===== src/rtl/uart_front_cfg.svh =====
// timing counts, divisor layout and reset values for the uart front end
`ifndef UART_FRONT_CFG_SVH
`define UART_FRONT_CFG_SVH
`define DIV_WIDTH     16
`define DIV_RESET     16'h0001
`define IDX_WIDTH     3
`define IDX_DIV_LOW   3'h0
`define IDX_DIV_HIGH  3'h1
`define IDX_LINE_CTRL 3'h3
`define DLAB_BIT      7
`define DATA_WIDTH    8
`define SYNC_STAGES   3
`define PIN_IDLE      9'h03F
`define LINE_CTRL_RST 8'h00
`endif


===== src/rtl/uart_front_pkg.sv =====
// types shared by the uart front end
package uart_front_pkg;
    typedef struct packed {
        logic [2:0] register_index;
        logic       chip_select_high_a;
        logic       chip_select_high_b;
        logic       chip_select_low_n;
    } select_bus_t;

    typedef struct packed {
        logic       read_n;
        logic       write_n;
    } strobe_bus_t;
endpackage : uart_front_pkg


===== src/rtl/uart_select_latch_baud_out.sv =====
// register select, address strobe latch and baud output of the uart
`timescale 1ns/10ps
`include "uart_front_cfg.svh"
module uart_select_latch_baud_out
    import uart_front_pkg::*;
#(
    parameter int DW = `DIV_WIDTH
) (
    input  wire logic       mclk_i,
    input  wire logic       srst_i,
    input  wire logic [2:0] register_index_inputs_i,
    input  wire logic       chip_select_high_a_i,
    input  wire logic       chip_select_high_b_i,
    input  wire logic       chip_select_low_n_i,
    input  wire logic       address_strobe_n_i,
    input  wire logic       read_n_i,
    input  wire logic       write_n_i,
    input  wire logic [7:0] data_i,
    output logic      [7:0] data_o,
    output logic            data_oe_n_o,
    output logic      [2:0] selected_index_o,
    output logic            selected_o,
    output logic            tx_rate_clock_out_o,
    output logic            tx_rate_tick_o
);
    ////////////////////////////////////////////////////////////////////
    // pin synchronisers: decision taken when stages two and three agree
    localparam int SW = 9;
    // idle levels: index low, every select and strobe high
    localparam logic [SW-1:0] PIN_REST = `PIN_IDLE;
    logic [SW-1:0] pin_s1_q, pin_s2_q, pin_s3_q, pin_q;
    logic [SW-1:0] pin_raw;
    assign pin_raw = {register_index_inputs_i, chip_select_high_a_i,
                      chip_select_high_b_i, chip_select_low_n_i,
                      address_strobe_n_i, read_n_i, write_n_i};

    always_ff @(posedge mclk_i) begin
        if (srst_i) begin
            pin_s1_q <= PIN_REST;
            pin_s2_q <= PIN_REST;
            pin_s3_q <= PIN_REST;
        end else begin
            pin_s1_q <= pin_raw;
            pin_s2_q <= pin_s1_q;
            pin_s3_q <= pin_s2_q;
        end
    end

    genvar gi;
    generate
        for (gi = 0; gi < SW; gi++) begin : g_agree
            always_ff @(posedge mclk_i) begin
                if (srst_i) begin
                    pin_q[gi] <= PIN_REST[gi];
                end else if (pin_s2_q[gi] == pin_s3_q[gi]) begin
                    pin_q[gi] <= pin_s3_q[gi];
                end
            end
        end
    endgenerate

    select_bus_t live_sel;
    strobe_bus_t strobes;
    logic        strobe_n;
    assign live_sel = select_bus_t'(pin_q[8:3]);
    assign strobe_n = pin_q[2];
    assign strobes  = strobe_bus_t'(pin_q[1:0]);

    ////////////////////////////////////////////////////////////////////
    // address strobe latch
    select_bus_t held_q;
    select_bus_t eff_sel;

    // capture on the low-to-high edge, the value present before it
    always_ff @(posedge mclk_i) begin
        if (srst_i) begin
            held_q <= '{default: 1'b0, chip_select_low_n: 1'b1};
        end else if (!strobe_n) begin
            held_q <= live_sel;
        end
    end

    // strobe low: transparent; high: held copy
    assign eff_sel = strobe_n ? held_q : live_sel;

    logic sel_act;
    assign sel_act = eff_sel.chip_select_high_a
                   & eff_sel.chip_select_high_b
                   & ~eff_sel.chip_select_low_n;

    ////////////////////////////////////////////////////////////////////
    // divisor latches and line control, reached by index
    localparam logic [`DIV_WIDTH-1:0] DIV_INIT = `DIV_RESET;
    logic [7:0] div_lo_q;
    logic [7:0] div_hi_q;
    logic [7:0] line_ctrl_q;
    logic       wr_prev_n_q;
    logic       wr_edge;
    logic       wr_div_lo;
    logic       wr_div_hi;
    logic       wr_line_ctrl;
    logic       dlab;
    assign dlab = line_ctrl_q[`DLAB_BIT];

    always_ff @(posedge mclk_i) begin
        if (srst_i) begin
            wr_prev_n_q <= 1'b1;
        end else begin
            wr_prev_n_q <= strobes.write_n;
        end
    end
    // one write per strobe: act on the falling edge only
    assign wr_edge = wr_prev_n_q & ~strobes.write_n & sel_act;

    ////////////////////////////////////////////////////////////////////
    // write data pins: the strobes' three stages without their agreement stage, so the byte
    // seen at the write edge has settled one clock longer than the strobe
    logic [7:0] data_s1_q;
    logic [7:0] data_s2_q;
    logic [7:0] data_s3_q;

    always_ff @(posedge mclk_i) begin
        if (srst_i) begin
            data_s1_q <= 8'h00;
            data_s2_q <= 8'h00;
            data_s3_q <= 8'h00;
        end else begin
            data_s1_q <= data_i;
            data_s2_q <= data_s1_q;
            data_s3_q <= data_s2_q;
        end
    end

    // divisor latches open only while line control bit 7 is set, so a
    // stray write to index 0 or 1 cannot retune the baud clock
    assign wr_div_lo    = wr_edge & dlab
                        & (eff_sel.register_index == `IDX_DIV_LOW);
    assign wr_div_hi    = wr_edge & dlab
                        & (eff_sel.register_index == `IDX_DIV_HIGH);
    assign wr_line_ctrl = wr_edge
                        & (eff_sel.register_index == `IDX_LINE_CTRL);

    always_ff @(posedge mclk_i) begin
        if (srst_i) begin
            div_lo_q <= DIV_INIT[7:0];
        end else if (wr_div_lo) begin
            div_lo_q <= data_s3_q;
        end
    end

    always_ff @(posedge mclk_i) begin
        if (srst_i) begin
            div_hi_q <= DIV_INIT[15:8];
        end else if (wr_div_hi) begin
            div_hi_q <= data_s3_q;
        end
    end

    always_ff @(posedge mclk_i) begin
        if (srst_i) begin
            line_ctrl_q <= `LINE_CTRL_RST;
        end else if (wr_line_ctrl) begin
            line_ctrl_q <= data_s3_q;
        end
    end

    ////////////////////////////////////////////////////////////////////
    // read path; other indices read zero here
    logic [7:0] rd_d;
    logic [7:0] rd_q;
    logic       reading;
    assign reading = sel_act & ~strobes.read_n;

    always_comb begin
        rd_d = 8'h00;
        case (eff_sel.register_index)
            `IDX_DIV_LOW:   rd_d = dlab ? div_lo_q : 8'h00;
            `IDX_DIV_HIGH:  rd_d = dlab ? div_hi_q : 8'h00;
            `IDX_LINE_CTRL: rd_d = line_ctrl_q;
            default:        rd_d = 8'h00;
        endcase
    end

    always_ff @(posedge mclk_i) begin
        if (srst_i) begin
            rd_q <= 8'h00;
        end else begin
            rd_q <= rd_d;
        end
    end

    logic oe_n_q;
    always_ff @(posedge mclk_i) begin
        if (srst_i) begin
            oe_n_q <= 1'b1;
        end else begin
            oe_n_q <= ~reading;
        end
    end

    assign data_o           = rd_q;
    assign data_oe_n_o      = oe_n_q;
    assign selected_index_o = eff_sel.register_index;
    assign selected_o       = sel_act;

    ////////////////////////////////////////////////////////////////////
    // baud generator: 16x clock = oscillator / divisor
    rate_divider #(.DW(DW)) u_div (
        .mclk_i     (mclk_i),
        .srst_i     (srst_i),
        .divisor_i  (DW'({div_hi_q, div_lo_q})),
        .tick_o     (tx_rate_tick_o),
        .rate_clk_o (tx_rate_clock_out_o)
    );
endmodule : uart_select_latch_baud_out


===== src/rtl/rate_divider.sv =====
// divisor counter that makes the 16x transmit rate clock
`timescale 1ns/10ps
module rate_divider #(
    parameter int DW = 16
) (
    input  wire logic          mclk_i,
    input  wire logic          srst_i,
    input  wire logic [DW-1:0] divisor_i,
    output logic               tick_o,
    output logic               rate_clk_o
);
    logic [DW-1:0] count_q;
    logic          rate_q;
    logic          tick_q;

    // divisor 0 is treated as 1: the output never stalls
    always_ff @(posedge mclk_i) begin
        if (srst_i) begin
            count_q <= '0;
            tick_q  <= 1'b0;
        end else if (count_q + DW'(1) >= divisor_i) begin
            count_q <= '0;
            tick_q  <= 1'b1;
        end else begin
            count_q <= count_q + DW'(1);
            tick_q  <= 1'b0;
        end
    end

    // low for the first half of the period: frequency is mclk / divisor
    always_ff @(posedge mclk_i) begin
        if (srst_i) begin
            rate_q <= 1'b0;
        end else begin
            rate_q <= (count_q >= (divisor_i >> 1)) && (divisor_i > DW'(1));
        end
    end

    assign tick_o     = tick_q;
    assign rate_clk_o = (divisor_i <= DW'(1)) ? tick_q : rate_q;
endmodule : rate_divider


===== config.mk =====
export PLATFORM = sky130hd
export DESIGN_NAME = uart_select_latch_baud_out
export DESIGN_NICKNAME = d
export VERILOG_FILES = /design/src/rtl/uart_front_pkg.sv /design/src/rtl/uart_select_latch_baud_out.sv /design/src/rtl/rate_divider.sv
export VERILOG_INCLUDE_DIRS = /design/src /design/src/rtl
export SDC_FILE = /design/constraint.sdc
export NUM_CORES = 1
export LEC_CHECK = 0
export ABC_AREA = 1
export BUFFER_PORTS_ARGS = -buffer_cell sky130_fd_sc_hd__buf_2
export CELL_PAD_IN_SITES_DETAIL_PLACEMENT = 1
export CELL_PAD_IN_SITES_GLOBAL_PLACEMENT = 2
export CORE_AREA = 3 3 121 123
export DETAILED_ROUTE_END_ITERATION = 12
export DIE_AREA = 0 0 124 126
export PLACE_DENSITY = 0.84
export SKIP_LAST_GASP = 1
export SLEW_MARGIN = 20
export SYNTH_ARGS = -nofsm -noshare
export SYNTH_HDL_FRONTEND = slang
export SYNTH_SLANG_ARGS = --single-unit
export TNS_END_PERCENT = 50

===== constraint.sdc =====
create_clock -name mclk_i -period 7.5 [get_ports mclk_i]
set_input_delay 1.5 -clock mclk_i [delete_from_list [all_inputs] [get_ports mclk_i]]
set_output_delay 1.5 -clock mclk_i [all_outputs]
set_load 0.1 [all_outputs]

# --- Word-level counts from Yosys, hierarchy flattened ---
# Cells that the tools add are included.
word_totals:
  reg_bits: 118
  latch_bits: 0
  ramBits: 0
  rom_bits: 0
  in_bits: 19
  out_inout_bits: 15
  elab_cells: 66
  memories: 0
classes:
  n_addsub: 1
  multipliers: 0
  n_div: 0
  magnitude_cmp: 4
  n_eq_ne: 11
  shift: 0
  muxes: 6
  bitwise: 13
  n_reduce_logical: 3
op_table:
  columns: ["cell", "count"]
  rows:
  - ["8-bit case mux with 3 select lines", 1]
  - ["16-bit by 1-bit adder with 16-bit output, second input constant", 1]
  - ["16-bit by 15-bit >= comparator with 1-bit output", 1]
  - ["16-bit >= comparator", 1]
  - ["16-bit by 1-bit greater-than comparator with 1-bit output, second input constant", 1]
  - ["16-bit by 1-bit less-or-equal comparator with 1-bit output, second input constant", 1]
  - ["8-bit two-way mux", 2]
  - ["1-bit bitwise AND", 9]
  - ["1-bit == test", 9]
  - ["6-bit two-way mux", 1]
  - ["1-bit NOT", 4]
  - ["3-bit by 1-bit == test with 1-bit output, second input constant", 1]
  - ["3-bit by 2-bit == test with 1-bit output, second input constant", 1]
  - ["3-bit logical NOT", 1]
  - ["1-bit two-way mux", 2]
  - ["2-bit OR reduction", 1]
  - ["1-bit logical AND", 1]

# --- Logic depth before layout (Yosys ltp) ---
# Gate-level depths: netlist of the first run.
depth:
  word_depth: 6
  depth_mapped: 18
  depth_no_buf: 17

# --- Modules after synthesis ---
# A second synthesis of the first run with hierarchy kept.
hier_totals:
  hier_cells: 700
  hier_area_um2: 5392.7
by_module_without_submodules:
  columns: ["module", "instances", "cells_per_inst", "area_per_inst_um2", "seq_area_each_um2"]
  rows:
  - ["uart_select_latch_baud_out", 1, 438, 3644.7, 2001.9]
  - ["rate_divider", 1, 262, 1747.9, 360.3]

# --- Worst setup path after synthesis of the first run ---
# Ideal clock, no wire load.
synth_timing:
  kind: "register to output"
  startpoint: "reg u_div.tick_q, in the netlist u_div.tick_o"
  endpoint: "out tx_rate_clock_out_o"
  arrival_ps: 1763
  t_required_ps: 6000
  setup_slack_ps: 4237
  stages_incl_launch_ff: 3
  n_path_buf: 0
  cell_sequence: "dfxtp_1 > nand3_1 > nand2_1"
synth_between:
  elab_chain_cells: 1
synth_rtl:
  columns: ["element", "line", "text"]
  rows:
  - ["start, declared", "rate_divider.sv:14", "logic tick_q;"]
  - ["start signal, assigned", "rate_divider.sv:20", "tick_q <= 1'b0;"]
  - ["start signal, assigned", "rate_divider.sv:23", "tick_q <= 1'b1;"]
  - ["start signal, assigned", "rate_divider.sv:26", "tick_q <= 1'b0;"]
  - ["1-bit two-way mux", "rate_divider.sv:40", "assign rate_clk_o = (divisor_i <= DW'(1)) ? tick_q : rate_q;"]
  - ["end, declared", "uart_select_latch_baud_out.sv:23", "output logic tx_rate_clock_out_o,"]
# Every way passes these cells.

# --- Worst setup path after layout of the first run ---
layout_timing:
  startpoint: "reg pin_q[2], in the netlist strobe_n"
  endpoint: "out selected_o"
layout_between:
  elab_chain_cells: 3
  word_cells_on_any_way: 4
  classes_between: "1 x mux; 3 x bitwise"
layout_rtl:
  columns: ["element", "line", "text"]
  rows:
  - ["start, declared", "uart_select_latch_baud_out.sv:31", "logic [SW-1:0] pin_s1_q, pin_s2_q, pin_s3_q, pin_q;"]
  - ["start signal, assigned by index", "uart_select_latch_baud_out.sv:54", "pin_q[gi] <= PIN_REST[gi];"]
  - ["start signal, assigned by index", "uart_select_latch_baud_out.sv:56", "pin_q[gi] <= pin_s3_q[gi];"]
  - ["6-bit two-way mux *", null, null]
  - ["1-bit bitwise AND / 1-bit NOT (equally long branches)", "uart_select_latch_baud_out.sv:88, uart_select_latch_baud_out.sv:89", null]
  - ["1-bit bitwise AND *", "uart_select_latch_baud_out.sv:89", "& ~eff_sel.chip_select_low_n;"]
  - ["end, declared", "uart_select_latch_baud_out.sv:22", "output logic selected_o,"]
# Every way passes the cells marked *; elsewhere a longest branch is shown, timed or not.

==> results.ini, run 1 <==
[routing]
remaining_drc_errors = 0
drtPass1Iterations = 4
drt-total-wl_um = 11900
via_per_inst = 4.53
wl_per_cell_um = 13.2
dr_total_vias = 4067
drt_iter0_drc = 176
drtAntennaViolNets = 0

[synth]
synth.distinct_cells = 41
synthSimpleGateAreaFrac_pct = 28.5
ys_seq_area_share_pct = 45.5
synth_largest_area_cell = dfxtp_1
synth_top_family_by_area = simple AND/OR/NAND/NOR gates
yosys_most_used_dff = dfxtp_1
synth_nets = 722
synth_edf_count = 0
synth_adder_area_share_pct = 7.91
ys_top_cells_by_area = dfxtp_1 46%, nor2_1 9.8%, nand2_1 8.2%
yosysMostFrequentCell = nor2_1
syn_avg_cell_area_um2 = 7.74
synth-xor-area-share_pct = 1.69
synth_top_area_share_pct = 45.5
synthCells = 671
synth-async-reset-ratio_pct = 0
synthMuxAreaShare_pct = 0
ys_warn_count = 0
synthTopCellsByCount = 135 x nor2_1, 118 x dfxtp_1, 114 x nand2_1
ys_ff_latch = 118
netlist_area_um2 = 5190
synth_compound_area_share_pct = 6.31

[global_route]
grt_pass1_wl_um = 20400
antenna_found_initial = 0
grt_max_degree = 70
grt_remaining_overflow = 0
first_global_vias = 4342
grt.total_usage_pct = 16.7

[sta]
fmax_mhz = 273
hold_violations = 0
clock_skew_ps = 5.82
finalCritPeriodShare_pct = 48.9
rsz0062_at_grt = false
fin_crit_ps = 3660
setup_viol = 0
slew_headroom_pct = 46.0
drv_slew = 0
tns_ps = 0
worst_pin_slew_ps = 809

[job]
max_cap_viol_count = 0

[clock_tree]
clk_pin_slew_ps = 60
cts_tree = yes
cts_buffers = 17
postCtsSetupBuffers = 0
cts_resized = 0
clock_path_buffers = 2
cts_root_buf = clkbuf_16
cts_hold_buf = 0
htreeDepth = 4
clock_latency_ps = 410
clkSinkCount = 118

[critical_path]
start_kind = flip-flop
required_ps = 6000
worst-setup-path-type = flip-flop to output port
crit_path_max_fanout = 12
endpoint_kind = output port
cp.arrival_ps = 2160

[place]
gp_congestion = 0.785
port-buffer-count = 33
hpwl_um = 8880

[worst_hold_path]
hold_class = flip-flop to flip-flop

[floorplanning]
dieArea_um2 = 15600
fp.dieW_um = 124
design.core.area_um2 = 13800
row_count = 43
initial_utilization_pct = 37.7
die_y_um = 126
top_level_ports = 34

[pwr]
p_leak_nw = 2.94
finalPower_mw = 1.56
p_per_area_nw_per_um2 = 255
ir_drop_mv = 0.141

[status]
status = finished clean

[layout]
final_net_count = 755
drive_gt1_share_pct = 14.9
utilization_pct = 44.5
diodes = 0
area_delta_synth_final_pct = 18.0

## state kept, by name (all words and copies together), names as in the netlist, 9 cells and up
name	flops
u_div.count_q	16
pin_s3_q	9
pin_s1_q	9
pin_s2_q	9
## worst max-delay path, cell delays in order, from the launching register on
cell     delay (ps)
dfxtp_1         660
inv_1           200
nand2_1         100
nand2_1          60
inv_1           110
nand3_4         110
inv_1            90
buf_2           420
## cell families after synthesis
group           Yosys count
xor+xnor                 10
simple gates            321
flops                   118
fa+ha+maj                33
compound gates           59
buf+inv                 130
## layout by cell type (no fill, tap or decap), types with 2 or more instances in the layout
master / instances
nand4_1: 20
nor2_8: 4
dfxtp_1: 118
nand3_1: 13
xor2_1: 8
nor2_1: 135
clkinv_2: 5
inv_1: 105
a21o_1: 2
inv_2: 3
a211oi_1: 2
ha_1: 32
a21oi_1: 25
o21ai_0: 22
clkbuf_16: 17
clkinvlp_4: 2
xnor2_1: 2
o21ai_1: 3
nand2_4: 3
nand2_2: 4
bufinv_16: 5
nand2_1: 114
or2_2: 19
buf_2: 33
## per-layer routing
metal  part of all wire [%]  GRT usage, %  wire length [µm]
met1                     43          18.6              5130
met5                      0             0                 0
met3                    2.7          4.36               320
met4                    2.0          6.38               241
met2                     52          30.0              6180
## metrics by stage
stage,instances,setup WS [ps],hold slack (ps),instance area (µm²)
final,897,3840,401,6130
after detailed placement,865,3740,398,5480
after CTS,897,3790,405,6130
after global placement,865,3840,391,5480
after floorplan,671,4240,388,5190
after global routing,897,3660,420,6130
## report_power, final
group / switching, mW / leakage [nW] / internal [mW]
Sequential: 0.00413 / 0.960 / 0.639
Clock: 0.290 / 0.313 / 0.597
Combinational: 0.0210 / 1.66 / 0.0116
## final timing paths
kind,start,end,slack [ps],cells past startpoint
max,strobe_n,selected_o,3840,7
min,data_s1_q[7],data_s2_q[7],400,2
min reg2reg,data_s1_q[7],data_s2_q[7],400,2
max reg2reg,u_div.count_q[0],u_div.count_q[12],4390,15
## final cells by class
cell class	count	area (µm²)
Inverter	110	417
Fill cell	1720	7650
Sequential cell	118	2360
Tap cell	180	225
Timing Repair Buffer	34	173
Clock buffer	19	443
Multi-Input combinational cell	423	2300
Clock inverter	13	203
(Power assumes the default switching activity.)
==> inputs of run 2 (changes only) <==
CORE_AREA = 3 3 125 127   (was 3 3 121 123)
DIE_AREA = 0 0 128 130   (was 0 0 124 126)
PLACE_DENSITY = 0.79   (was 0.84)
clock period = 3.7 ns   (was 7.5 ns; I/O delays follow)
==> results.ini, run 2 (synthesis results as in run 1) <==
[status]
status = finished clean

[layout]
utilization_pct = 41.6  ; -2.9 points
largest_register_ffs = 16  ; unchanged
diodes = 0  ; unchanged
mostFrequentLayoutCell = nor2_1
regMostFlops = u_div.count_q
layout_common_cells = 135 x nor2_1, 118 x dfxtp_1, 114 x nand2_1
area_delta_synth_final_pct = 16.4
drive_gt1_share_pct = 14.6  ; -0.28 points
final_net_count = 756  ; +0.13%

[clock_tree]
clkSinkCount = 118  ; unchanged
clock_latency_ps = 420  ; about the same
cts_resized = 0  ; unchanged
cts_root_buf = clkbuf_16
clk_pin_slew_ps = 60  ; about the same
postCtsSetupBuffers = 0  ; unchanged
cts_tree = yes
htreeDepth = 4  ; unchanged
cts_hold_buf = 0  ; unchanged
cts_buffers = 17  ; unchanged
clock_path_buffers = 2  ; unchanged

[sta]
setup_viol = 0  ; unchanged
finalCritPeriodShare_pct = 81.2
fin_crit_ps = 3010
tns_ps = 0  ; unchanged
slew_headroom_pct = 48.8  ; +2.7 points
fmax_mhz = 333
rsz0062_at_grt = false
hold_violations = 0  ; unchanged
clock_skew_ps = 11.7  ; +5.91 ps
worst_pin_slew_ps = 762  ; -46.4 ps
drv_slew = 0  ; unchanged

[critical_path]
crit_path_cell_trace = inv_1 -> nand3_1 -> nor3_1 -> nand3_1 -> nand2_1 -> buf_2
rr_startpoint = u_div.count_q[0]
worst-setup-path-type = flip-flop to output port
crit_path_max_fanout = 4  ; -8
ff2ff_path_depth = 14  ; -1
cp.arrival_ps = 2270  ; +110 ps
critPathMostFrequentCell = nand3_1
start_kind = flip-flop
rrSetupSlack_ps = 750  ; -3640 ps
reg2reg_to = u_div.count_q[0]
required_ps = 2960  ; -3040 ps
endpoint_kind = output port
critPathMaxStageDelay_ps = 550  ; -110 ps
critPathLaunch = div_lo_q[7]
crit_path_end = tx_rate_clock_out_o
cpMaxStageDelayCell = nor3_1

[pwr]
ir_drop_mv = 0.393  ; +180%
p_per_area_nw_per_um2 = 480  ; +88%
finalPower_mw = 2.90  ; +86%
p_leak_nw = 2.89  ; -1.7%

[global_route]
grt_max_degree = 54  ; -23%
first_global_vias = 4225  ; -2.7%
grt_pass1_wl_um = 20500  ; +0.64%
antenna_found_initial = 0  ; unchanged
grt_remaining_overflow = 0  ; unchanged
grt.total_usage_pct = 16.0  ; -0.70 points

[routing]
via_per_inst = 4.54  ; about the same
drtPass1Iterations = 6  ; +2
drt_iter0_drc = 181  ; +2.8%
drtAntennaViolNets = 0  ; unchanged
drt-total-wl_um = 12300  ; +3.6%
remaining_drc_errors = 0  ; unchanged
wl_per_cell_um = 13.7  ; +3.1%
dr_total_vias = 4087  ; +0.49%

[floorplanning]
initial_utilization_pct = 35.7  ; -2.0 points
row_count = 44  ; +2.3%
design.core.area_um2 = 14500  ; +5.5%
top_level_ports = 34  ; unchanged
dieArea_um2 = 16600  ; +6.5%
die_y_um = 130  ; +3.2%
fp.dieW_um = 128  ; +3.2%

[place]
hpwl_um = 9150  ; +2.9%
port-buffer-count = 33  ; unchanged
gp_congestion = 0.839  ; +7.0%

[job]
max_cap_viol_count = 0  ; unchanged

[worst_hold_path]
worstHoldStart = data_s2_q[2]
hold_class = flip-flop to flip-flop

-- run 2: where the power goes --
group | internal (mW) | switching, mW | total (mW) | leakage (nW)
Combinational | 0.0239 | 0.0432 | 0.0671 | 1.67
Sequential | 1.29 | 0.00783 | 1.30 | 0.960
Clock | 0.940 | 0.595 | 1.53 | 0.260
-- run 2: cell type report --
type / count / area (µm²)
clock inverter: 10 / 101
inverter: 110 / 417
multi-input combinational: 423 / 2300
timing repair buffer: 35 / 180
clock buffer: 21 / 450
fill: 1812 / 8490
sequential: 118 / 2360
tap: 184 / 230
-- run 2: worst min path at each step --
stage / cells past startpoint / to / slack (ps)
CTS: 2 / data_s2_q[7] / 400
finish: 2 / data_s3_q[2] / 400
detailed placement: 2 / data_s2_q[7] / 390
floorplan: 2 / data_s2_q[0] / 390
global route: 1 / pin_s2_q[4] / 420
global placement: 1 / pin_s2_q[5] / 390
-- run 2: worst max-delay path: cells and delay by family, from the launching register on --
kind	cells	cell delay, ps
DFF	1	310
buffers and inverters	2	620
and+or+nand+nor	4	910
-- run 2: layer usage --
layer	track usage [%]	vias up	wire length, µm
met3	4.46	20	322
met2	28.0	48	6270
li1	-	2140	-
met1	18.4	1879	5460
met5	0	-	0
met4	6.74	0	247
-- run 2: through the flow --
stage               instances  area [µm²]  setup slack [ps]  hold WS (ps)
global route              901        6040               397           417
finish                    901        6040               694           401
global placement          870        5490               982           391
floorplan                 671        5190              1200           388
detailed placement        870        5490               814           394
CTS                       901        6040               669           402
==> inputs of run 3 (changes only) <==
CORE_AREA = 3 3 132 134   (was 3 3 125 127)
DIE_AREA = 0 0 135 137   (was 0 0 128 130)
PLACE_DENSITY = 0.75   (was 0.79)
clock period = 2.5 ns   (was 3.7 ns; I/O delays follow)
==> results.ini, run 3 (synthesis results as in run 1) <==
[status]
status = finished clean

[clock_tree]
clk_pin_slew_ps = 60  ; about the same
clock_latency_ps = 410  ; about the same
clock_path_buffers = 2  ; unchanged
cts_tree = yes
htreeDepth = 4  ; unchanged
cts_buffers = 17  ; unchanged
cts_root_buf = clkbuf_16
clkSinkCount = 118  ; unchanged

[sta]
slew_headroom_pct = 61.9  ; +13 points
clock_skew_ps = 8.65  ; -3.08 ps
fin_crit_ps = 2430
rsz0062_at_grt = true
hold_violations = 0  ; unchanged
whs_ps = 262  ; -139 ps
worst_pin_slew_ps = 572  ; -191 ps
fmax_mhz = 411
setup_viol = 0  ; unchanged
fin_ws_ps = 69.6  ; -625 ps
drv_slew = 0  ; unchanged
finalCritPeriodShare_pct = 97.2

[worst_hold_path]
hold_end = pin_s1_q[3]
holdPathStages = 2  ; unchanged
hold_class = input port to flip-flop
worstHoldStart = chip_select_low_n_i

[layout]
drive_gt1_share_pct = 23.2  ; +8.6 points
regMostFlops = u_div.count_q
final_net_count = 775  ; +2.5%
largest_register_ffs = 16  ; unchanged
layout_common_cells = 132 x nor2_1, 109 x dfxtp_1, 105 x nand2_1
mostFrequentLayoutCell = nor2_1
area_delta_synth_final_pct = 26.0
diodes = 0  ; unchanged
fin_cells = 957  ; +6.2%

[critical_path]
cpMaxStageDelayCell = dfxtp_4
worst-setup-path-type = flip-flop to flip-flop
crit_path_cell_trace = ha_4 -> nand2_2 -> inv_2 -> nand2_4 -> nor2_4 -> nand2_2 -> o21bai_1 -> nand2_1 -> inv_1 -> ha_1 -> nand2_2 -> o21ai_2 -> a21oi_2 -> nand3_4 -> clkbuf_16 -> nor2_1
required_ps = 2840  ; -120 ps
crit_path_max_fanout = 8  ; +4
critPathMostFrequentCell = nand2_2
cp.arrival_ps = 2770  ; +500 ps
rrSetupSlack_ps = 70  ; -680 ps
endpoint_kind = flip-flop
reg2reg_to = u_div.count_q[4]
critPathMaxStageDelay_ps = 390  ; -160 ps
ff2ff_path_depth = 16  ; +2
start_kind = flip-flop
rr_startpoint = u_div.count_q[0]

[place]
gp_congestion = 0.814  ; -3.0%
port-buffer-count = 33  ; unchanged
dpl_worst_slack_ps = -63.9  ; -878 ps
dp.cells = 919  ; +5.6%
hpwl_um = 9460  ; +3.5%

[routing]
drtPass1Iterations = 4  ; -2
wl_per_cell_um = 13.4  ; -1.8%
dr_total_vias = 4192  ; +2.6%
drtAntennaViolNets = 0  ; unchanged
remaining_drc_errors = 0  ; unchanged
drt_iter0_drc = 145  ; -20%
drt-total-wl_um = 12800  ; +4.3%
via_per_inst = 4.38  ; -3.4%

[global_route]
grt_max_degree = 64  ; +19%
grt.total_usage_pct = 14.6  ; -1.4 points
grt_remaining_overflow = 0  ; unchanged
grt_pass1_wl_um = 21200  ; +3.3%
first_global_vias = 4378  ; +3.6%
antenna_found_initial = 0  ; unchanged

[floorplanning]
initial_utilization_pct = 31.6  ; -4.1 points
dieArea_um2 = 18500  ; +11%
top_level_ports = 34  ; unchanged
fp.dieW_um = 135  ; +5.5%
die_y_um = 137  ; +5.4%
row_count = 47  ; +6.8%
design.core.area_um2 = 16400  ; +13%

[pwr]
p_per_area_nw_per_um2 = 664  ; +38%
finalPower_mw = 4.35  ; +50%
p_leak_nw = 3.06  ; +6.1%
ir_drop_mv = 0.466  ; +19%

[job]
max_cap_viol_count = 0  ; unchanged

run 3: critical path, delay by kind of cell (launching register included):
family                   cells  cell delay [ps]
AND/OR/NAND/NOR              8              820
AO/OA/AOI/OAI                3              450
flip-flops                   1              390
adder cells (fa/ha/maj)      2              370
buffers and inverters        3              350
run 3: final cells by class:
cell class / instances / area (µm²)
Fill cell: 2016 / 9860
Timing Repair Buffer: 54 / 368
Multi-Input combinational cell: 423 / 2520
Tap cell: 220 / 275
Inverter: 110 / 417
Sequential cell: 118 / 2390
Clock buffer: 17 / 425
Clock inverter: 15 / 146
run 3: worst max-delay path by stage:
stage	end	cells after the start	startpoint
after global routing	u_div.count_q[4]	12	u_div.count_q[5]
after global placement	u_div.count_q[9]	15	u_div.count_q[0]
after detailed placement	u_div.count_q[4]	15	u_div.count_q[0]
final	u_div.count_q[4]	16	u_div.count_q[0]
after CTS	u_div.count_q[4]	13	u_div.count_q[2]
after floorplan	u_div.count_q[11]	15	u_div.count_q[0]
run 3: repair_timing:
action,CTS,global route
cloned,0,1
gates resized for setup,3,55
setup endpoints to repair,16,17
hold endpoints to repair,0,0
hold buffers,0,0
setup buffers,0,5
pin swaps,0,17
run 3: routing by layer:
layer	track usage, %	share of wire [%]	vias up
li1	-	-	2174
met1	17.2	44	1956
met2	25.5	51	42
met3	2.87	2.2	20
met4	6.72	2.5	0
met5	0	0	-
run 3: metrics by stage:
stage	util [%]	cell area, µm²	setup TNS, ps
2_1_floorplan	-	5190	0
3_3_place_gp	34.5	5660	0
3_5_place_dp	34.5	5660	-905
4_1_cts	38.0	6240	0
5_1_grt	39.9	6540	-1100
6_report	39.9	6540	0
run 3: report_power, final:
| part | switching (mW) | internal [mW] | total, mW |
|---|---|---|---|
| logic | 0.0642 | 0.0381 | 0.102 |
| clock network | 0.939 | 1.38 | 2.32 |
| registers | 0.0120 | 1.91 | 1.92 |
